[config.mk]
export PLATFORM = sky130hd
export DESIGN_NAME = scp_top
export DESIGN_NICKNAME = d
export VERILOG_FILES = /design/src/verilog/scp_pkg.sv /design/src/verilog/scp_fifo.sv /design/src/verilog/scp_top.sv
export SDC_FILE = /design/constraint.sdc
export NUM_CORES = 1
export LEC_CHECK = 0
export BUFFER_PORTS_ARGS = -buffer_cell sky130_fd_sc_hd__buf_2
export CAP_MARGIN = 5
export CORE_ASPECT_RATIO = 1.5
export CORE_UTILIZATION = 55
export DETAILED_ROUTE_END_ITERATION = 10
export PLACE_DENSITY = 0.8
export SLEW_MARGIN = 30
export SYNTH_ARGS = -nofsm -noshare
export SYNTH_HDL_FRONTEND = slang
export SYNTH_SLANG_ARGS = --single-unit
[constraint.sdc]
create_clock -name CLK -period 4.7 [get_ports CLK]
set_clock_uncertainty 0.15 [all_clocks]
set_input_delay 0.47 -clock CLK [delete_from_list [all_inputs] [get_ports CLK]]
set_output_delay 0.47 -clock CLK [all_outputs]
set_load 0.005 [all_outputs]
[src/verilog/scp_pkg.sv]
// Purpose: Constants for the sampled-converter output pipeline
// Assumes: One 10 MHz clock, synchronous active-low reset
// Notes:   Times in ns, cycle counts derived from the clock period
package scp_pkg;
   localparam int          SCP_WIDTH        = 8;
   localparam int          SCP_FIFO_DEPTH   = 8;
   localparam int          SCP_CLK_PERIOD_NS = 100;
   // Pipeline latency 2.5 cycles: half cycle from fall to rise plus 2 whole
   localparam int          SCP_LAT_WHOLE    = 2;
   localparam int          SCP_OUT_DELAY_NS = 16;
   localparam int          SCP_OUT_DELAY_CYC =
      ((SCP_OUT_DELAY_NS + SCP_CLK_PERIOD_NS - 1) / SCP_CLK_PERIOD_NS < 1) ? 1 :
      (SCP_OUT_DELAY_NS + SCP_CLK_PERIOD_NS - 1) / SCP_CLK_PERIOD_NS;
   localparam logic [7:0]  SCP_CODE_ZERO    = 8'h00;
   localparam logic [7:0]  SCP_CODE_FULL    = 8'hFF;
endpackage

[src/verilog/scp_fifo.sv]
// Purpose: Small synchronous FIFO with valid/ready on both sides
// Assumes: Single clock, synchronous active-low reset
// Notes:   Depth must be a power of two
`timescale 1ns/1ps
`default_nettype none
module scp_fifo #(
   parameter int WIDTH = 8,
   parameter int DEPTH = 8
) (
   // Clock and reset
   input  wire logic             clk,
   input  wire logic             reset_n,
   // Fill side
   input  wire logic             in_valid,
   output logic                  in_ready,
   input  wire logic [WIDTH-1:0] in_data,
   // Drain side
   output logic                  out_valid,
   input  wire logic             out_ready,
   output logic [WIDTH-1:0]      out_data
);
   localparam int AW = $clog2(DEPTH);
   logic [WIDTH-1:0] mem_r [DEPTH];
   logic [AW:0]      wr_r;
   logic [AW:0]      rd_r;
   wire              full  = (wr_r[AW] != rd_r[AW]) && (wr_r[AW-1:0] == rd_r[AW-1:0]);
   wire              empty = (wr_r == rd_r);
   wire              push  = in_valid && !full;
   wire              pop   = out_ready && !empty;

   assign in_ready  = !full;
   assign out_valid = !empty;
   assign out_data  = mem_r[rd_r[AW-1:0]];

   always_ff @(posedge clk) begin
      if (push) begin
         mem_r[wr_r[AW-1:0]] <= in_data;
      end
   end

   always_ff @(posedge clk) begin
      if (!reset_n) begin
         wr_r <= '0;
         rd_r <= '0;
      end else begin
         if (push) begin
            wr_r <= wr_r + 1'b1;
         end
         if (pop) begin
            rd_r <= rd_r + 1'b1;
         end
      end
   end
endmodule // scp_fifo
`default_nettype wire

[src/verilog/scp_top.sv]
// Purpose: Digital side of an 8-bit sampling converter output pipeline
// Assumes: Sample code arrives already quantised; clock runs continuously
// Notes:   Output drive is split into data, enable pins; no software registers
`timescale 1ns/1ps
`default_nettype none
module scp_top
   import scp_pkg::*;
#(
   parameter int WIDTH = SCP_WIDTH,
   parameter int DEPTH = SCP_FIFO_DEPTH
) (
   // Clock and reset
   input  wire logic             CLK,
   input  wire logic             RESET_N,
   // Quantiser front end
   input  wire logic [WIDTH-1:0] SAMPLE_CODE,
   input  wire logic             BELOW_BOTTOM_REF,
   input  wire logic             ABOVE_TOP_REF,
   // Output enable, active low
   input  wire logic             OUTPUT_EN_N,
   // Data pins
   output logic [WIDTH-1:0]      DATA_OUT,
   output logic                  DATA_OE,
   output logic                  DATA_VALID,
   input  wire logic             CAPTURE_READY
);
   import scp_pkg::*;

   // Codes forced at the rails
   localparam logic [WIDTH-1:0] ZERO_CODE   = SCP_CODE_ZERO[WIDTH-1:0];
   localparam logic [WIDTH-1:0] FULL_CODE   = {WIDTH{1'b1}};
   // Rising stages ahead of the buffer; the buffer write and the
   // output register make up the rest of the whole-cycle latency
   localparam int               PIPE_STAGES = SCP_LAT_WHOLE - 1;

   // Timing walk with the capture side ready:
   //   fall 0  sample taken into sample_r
   //   rise 1  sample moves into the first pipeline stage
   //   rise 2  last stage written into the buffer
   //   rise 3  word leaves the buffer into out_r, DATA_VALID high
   // Rise 3 is 2.5 cycles after fall 0; pin delay rides on top.
   // A stall holds words in the buffer while samples keep coming;
   // once the buffer is full the newest words are dropped.
   // The buffer write takes one of the two whole cycles, even while the capture side keeps up.

   // Saturation decode, straight binary
   // Below-bottom wins if both flags are raised at once
   wire             force_zero   = BELOW_BOTTOM_REF;
   wire             force_full   = !BELOW_BOTTOM_REF && ABOVE_TOP_REF;
   wire [WIDTH-1:0] clamped_code = force_zero ? ZERO_CODE :
                                   force_full ? FULL_CODE :
                                                SAMPLE_CODE;

   // Falling-edge sample stage; every fall, no start command
   // Reset is seen on the fall too, so a release just after a rise
   // lets the very next fall take the first sample
   logic [WIDTH-1:0] sample_r;
   logic [WIDTH-1:0] sample_nxt;
   logic             sample_vld_r;
   logic             sample_vld_nxt;
   assign sample_nxt     = RESET_N ? clamped_code : ZERO_CODE;
   assign sample_vld_nxt = RESET_N;

   always_ff @(negedge CLK) begin
      sample_r <= sample_nxt;
   end

   always_ff @(negedge CLK) begin
      sample_vld_r <= sample_vld_nxt;
   end

   // Rising-edge pipeline, one slice per stage
   logic [WIDTH-1:0] pipe_r   [PIPE_STAGES];
   logic             pipe_v_r [PIPE_STAGES];
   genvar g;
   generate
      for (g = 0; g < PIPE_STAGES; g++) begin : g_pipe
         wire [WIDTH-1:0] stage_in;
         wire             stage_v_in;
         if (g == 0) begin : g_head
            assign stage_in   = sample_r;
            assign stage_v_in = sample_vld_r;
         end else begin : g_tail
            assign stage_in   = pipe_r[g-1];
            assign stage_v_in = pipe_v_r[g-1];
         end
         always_ff @(posedge CLK) begin
            if (!RESET_N) begin
               pipe_r[g]   <= ZERO_CODE;
               pipe_v_r[g] <= 1'b0;
            end else begin
               pipe_r[g]   <= stage_in;
               pipe_v_r[g] <= stage_v_in;
            end
         end
      end
   endgenerate

   // Run state: the buffer takes words only once the pipeline is primed,
   // so nothing left over from before reset can slip into it
   typedef enum logic [1:0] {
      ST_IDLE,
      ST_FILL,
      ST_RUN
   } scp_run_t;
   scp_run_t run_r;
   scp_run_t run_nxt;

   always_comb begin
      run_nxt = run_r;
      case (run_r)
         ST_IDLE: begin
            run_nxt = ST_FILL;
         end
         ST_FILL: begin
            if (stage_last_v) begin
               run_nxt = ST_RUN;
            end
         end
         ST_RUN: begin
            run_nxt = ST_RUN;
         end
         default: begin
            run_nxt = ST_IDLE;
         end
      endcase
   end

   always_ff @(posedge CLK) begin
      if (!RESET_N) begin
         run_r <= ST_IDLE;
      end else begin
         run_r <= run_nxt;
      end
   end

   // Buffer between the pipeline and the capture side
   // Its ready is left open: a stall longer than the buffer
   // depth loses the newest words, by design
   wire  [WIDTH-1:0] stage_last_d = pipe_r[PIPE_STAGES-1];
   wire              stage_last_v = pipe_v_r[PIPE_STAGES-1];
   wire              accept       = stage_last_v && (run_nxt == ST_RUN);
   logic             fifo_out_valid;
   logic [WIDTH-1:0] fifo_out_data;

   scp_fifo #(
      .WIDTH     (WIDTH),
      .DEPTH     (DEPTH)
   ) u_fifo (
      .clk       (CLK),
      .reset_n   (RESET_N),
      .in_valid  (accept),
      .in_ready  (),
      .in_data   (stage_last_d),
      .out_valid (fifo_out_valid),
      .out_ready (CAPTURE_READY),
      .out_data  (fifo_out_data)
   );

   // Output register: the word moves only at a rising edge and holds
   // until the next taken word, so the old word outlives the edge
   logic [WIDTH-1:0] out_r;
   logic [WIDTH-1:0] out_nxt;
   logic             out_v_r;
   wire              take = fifo_out_valid && CAPTURE_READY;
   assign out_nxt = take ? fifo_out_data : out_r;

   always_ff @(posedge CLK) begin
      if (!RESET_N) begin
         out_r <= ZERO_CODE;
      end else begin
         out_r <= out_nxt;
      end
   end

   always_ff @(posedge CLK) begin
      if (!RESET_N) begin
         out_v_r <= 1'b0;
      end else begin
         out_v_r <= take;
      end
   end

   // Pin drive, one slice per data bit
   // DATA_OE follows the enable pin directly, so the pins release
   // in the same cycle in which the enable rises
   logic [WIDTH-1:0] pin_data;
   genvar b;
   generate
      for (b = 0; b < WIDTH; b++) begin : g_pin
         assign pin_data[b] = out_r[b];
      end
   endgenerate

   assign DATA_OE    = !OUTPUT_EN_N;
   assign DATA_OUT   = pin_data;
   assign DATA_VALID = out_v_r;
endmodule // scp_top
`default_nettype wire
==> PnR_summary.wiki <==
{| class="wikitable"
! Metric !! Value
|-
| Number of port buffers || 23
|-
| Setup fix buffers added after clock tree synthesis || 0
|-
| DRC violations left || 0
|-
| Worst setup SP type || input port
|-
| Total number of H-tree levels || 3
|-
| TritonCTS clock tree || yes
|-
| Count of nets left with antenna violations after detail routing || 0
|-
| Area post-placement || between 3000 and 4000 sq um
|-
| Wire length of the first global-routing pass || 9756 um
|-
| Iteration-0 DRC count of the detailed router || about 120
|-
| Most common library cell in the layout ignoring fill and taps || sky130_fd_sc_hd__edfxtp_1
|-
| Via/cell ratio || 5.603
|-
| Static Leak || about 0.0016 uW
|-
| Core Area || 6576 sq um
|-
| Compound-cell area share of the yosys netlist || 2.854%
|-
| Total Die Area || ~7300 sq um
|-
| Number of hold violations in the final report || 0
|-
| Yosys reg bits || 101
|-
| Post-cts repair resize count || 0
|-
| Commonest cells after routing, fill and taps aside || 64 x sky130_fd_sc_hd__edfxtp_1, 37 x sky130_fd_sc_hd__dfxtp_1, 23 x sky130_fd_sc_hd__buf_2
|-
| Number of CTS-inserted buffers || 9
|-
| Synthesis-to-finish area growth || 10.53%
|-
| Fraction of final layout cells sized beyond drive strength 1 || a little under a quarter
|-
| Result of the run || complete, no violations
|-
| Synthesized-area fraction occupied by adder cells || 0.6562%
|-
| Starting density of the core || 57.99%
|-
| Clock network latency to the later pin of the worst-skew pair || ~0.4 ns
|-
| Post-Synthesis Cells || between 200 and 250
|-
| Number of max-capacitance violations reported || 0
|-
| Filler cells || 463
|-
| Worst-margin pin slew || 0.9224 ns
|-
| Average footprint of a synthesized cell || 16.09 sq um
|-
| Detailed-router iteration count before antenna repair || 4
|-
| Clock-pin slew of the registers on the worst-case setup and hold paths || ~0.1 ns
|-
| Area share of and/or/nand/nor cells after synthesis || 9.055%
|-
| GR Overflow Total || 0
|-
| Post-route design area || 4215 sq um
|-
| Final total negative setup slack || 0 ns
|-
| Number of warnings issued by yosys || 0
|-
| Net count of the finished layout || 288
|-
| Post-synthesis share of cell area spent on xor and xnor gates || approximately 1.8%
|-
| Pwr Density || between 300 and 400 nW/um^2
|-
| Number of global-route vias before repair || 1933
|-
| Largest net degree at the start of global routing || 36
|-
| Number of distinct library cells after synthesis || 34
|-
| Nets in the synthesized netlist || between 200 and 300
|-
| Tot GR Track Use || a little under a fifth
|-
| # hold bufs at CTS || 0
|-
| Diodes inserted || 0
|-
| WP data required || 2.52 ns
|-
| CTS root buf || sky130_fd_sc_hd__clkbuf_8
|-
| Number of placed I/O pins || 24
|-
| Number of clock sinks || slightly above 100
|-
| Vias after detailed routing || roughly 2000
|-
| Maximum fanout along the worst path || 8
|-
| Final Setup Violations || 0
|-
| Worst slack on hold paths || 0.3706 ns
|-
| Hold/Removal Path Class || flop to flop
|-
| Last weighted congestion value of the routability-driven placer || 0.7191
|-
| Unrepaired setup endpoints after global routing || false
|-
| Area of the mapped netlist || 3814 sq um
|-
| Combinational family with the most area after synthesis || multiplexers
|-
| Mux contribution to synthesized area || 13.12%
|-
| Number of max-slew violations in the final report || 0
|-
| Worst path arrival time || 0.94 ns
|-
| Post-layout util || ~64%
|-
| Share of synthesized area occupied by flip-flops and latches || 69.82%
|-
| Sum of routed wire length over all layers || 5820 um
|-
| Maximum vdd drop || 0.2186 mV
|-
| CP Capture Type || flop
|-
| Critical Setup Path Class || input port to flop
|-
| Detail-routed net length per standard cell || 16.49 um
|-
| Antenna violations before repair || 0
|-
| Final WS setup || 1.579 ns
|-
| Width of the chip || 69.99 um
|-
| Largest buffer count on any clock path || 2
|-
| Slew headroom || between 30% and 40%
|-
| Post-DP HPWL || 3735 um
|-
| Height of the die || 104.0 um
|-
| Rows || 36
|-
| Pre-CTS setup slack || ~1.2 ns
|}
==> path summary, 6_finish.rpt <==
| kind | from | endpoint | slack, ns | depth (start not counted) |
|---|---|---|---|---|
| worst max-delay path | BELOW_BOTTOM_REF | g_pipe[0].stage_in[1] | 1.58 | 3 |
| worst min register to register | DATA_OUT[7] | DATA_OUT[7] | 0.37 | 2 |
| worst max register to register | g_pipe[0].stage_in[4] | pipe_r[0][4] | 1.62 | 1 |
| worst min-delay path | DATA_OUT[7] | DATA_OUT[7] | 0.37 | 2 |
==> state kept, by name (all words and copies together), names as in the netlist <==
| name | cells |
|---|---|
| DATA_OUT | 8 |
| DATA_VALID | 1 |
| g_pipe.stage_in | 8 |
| g_pipe.stage_v_in | 1 |
| pipe_r | 8 |
| pipe_v_r | 1 |
| run_r | 2 |
| u_fifo.mem_r | 64 |
| u_fifo.rd_r | 4 |
| u_fifo.wr_r | 4 |
==> synthesized netlist by cell type <==
cell / number / share of area [%]
sky130_fd_sc_hd__edfxtp_1: 64 / 50
sky130_fd_sc_hd__dfxtp_1: 37 / 19
sky130_fd_sc_hd__nor2_1: 17 / 1.7
sky130_fd_sc_hd__mux4_2: 16 / 9.4
sky130_fd_sc_hd__mux2i_1: 14 / 3.7
sky130_fd_sc_hd__and2_1: 12 / 2.0
sky130_fd_sc_hd__nand2_1: 11 / 1.1
sky130_fd_sc_hd__a21oi_1: 8 / 1.0
sky130_fd_sc_hd__o21ai_0: 8 / 1.0
sky130_fd_sc_hd__clkbuf_1: 5 / 0.49
sky130_fd_sc_hd__nand2b_1: 5 / 0.82
sky130_fd_sc_hd__xor2_1: 5 / 1.1
sky130_fd_sc_hd__buf_4: 4 / 0.79
sky130_fd_sc_hd__buf_6: 3 / 0.89
sky130_fd_sc_hd__nor4b_1: 3 / 0.69
sky130_fd_sc_hd__and4b_1: 2 / 0.52
sky130_fd_sc_hd__buf_1: 2 / 0.20
sky130_fd_sc_hd__ha_1: 2 / 0.66
sky130_fd_sc_hd__inv_1: 2 / 0.20
sky130_fd_sc_hd__nand3_1: 2 / 0.26
sky130_fd_sc_hd__o21ai_1: 2 / 0.26
sky130_fd_sc_hd__a21boi_1: 1 / 0.20
sky130_fd_sc_hd__and3b_1: 1 / 0.23
sky130_fd_sc_hd__buf_2: 1 / 0.13
sky130_fd_sc_hd__nand4_1: 1 / 0.16
sky130_fd_sc_hd__nor3_1: 1 / 0.13
sky130_fd_sc_hd__nor4_1: 1 / 0.16
sky130_fd_sc_hd__nor4_4: 1 / 0.56
sky130_fd_sc_hd__nor4b_2: 1 / 0.39
sky130_fd_sc_hd__o41a_1: 1 / 0.30
sky130_fd_sc_hd__or2_4: 1 / 0.23
sky130_fd_sc_hd__or3_1: 1 / 0.16
sky130_fd_sc_hd__xnor2_1: 1 / 0.23
sky130_fd_sc_hd__xor2_2: 1 / 0.43
==> worst max-delay path: stages <==
cell	delay [ns]
sky130_fd_sc_hd__buf_2	0.09
sky130_fd_sc_hd__nand2b_1	0.24
sky130_fd_sc_hd__nor2_1	0.15
==> area by class of cell <==
type,count,area (sq um),area share (%)
sequential,101,2663,63.16
multi-input combinational,119,1049,24.87
timing repair buffer,31,175.2,4.156
clock buffer,10,127.6,3.028
clock inverter,15,102.6,2.434
tap,76,95.09,2.256
inverter,1,3.754,0.08905
==> layer usage <==
metal | routed length [um] | GRT usage, %
met2 | 3186 | 31.52
met4 | 100 | 8.429
met1 | 2366 | 20.95
met3 | 166 | 4.360
met5 | 0 | 0
==> logic make-up (layout without fill, tap and decap cells) <==
family / count (synthesis) / count (layout)
adders and majority gates: 2 / 2
buffers and inverters: 17 / 57
DFF: 101 / 101
xor gates and xnor gates: 7 / 7
muxes: 30 / 30
AOI/OAI and AO/OA: 20 / 20
and+or+nand+nor: 60 / 60
==> power by group <==
group / internal (uW) / leakage (uW) / switching, uW
combinational: 37.7 / 0.000512 / 37.2
sequential: 960 / 0.000909 / 21.2
clock: 261 / 0.000150 / 302
==> metrics by stage <==
step,total power [uW],cells
2_1_floorplan,1064,237
3_3_place_gp,1087,329
3_5_place_dp,1090,329
4_1_cts,1638,353
5_1_grt,1694,353
6_report,1619,353
(Power assumes the default switching activity.)
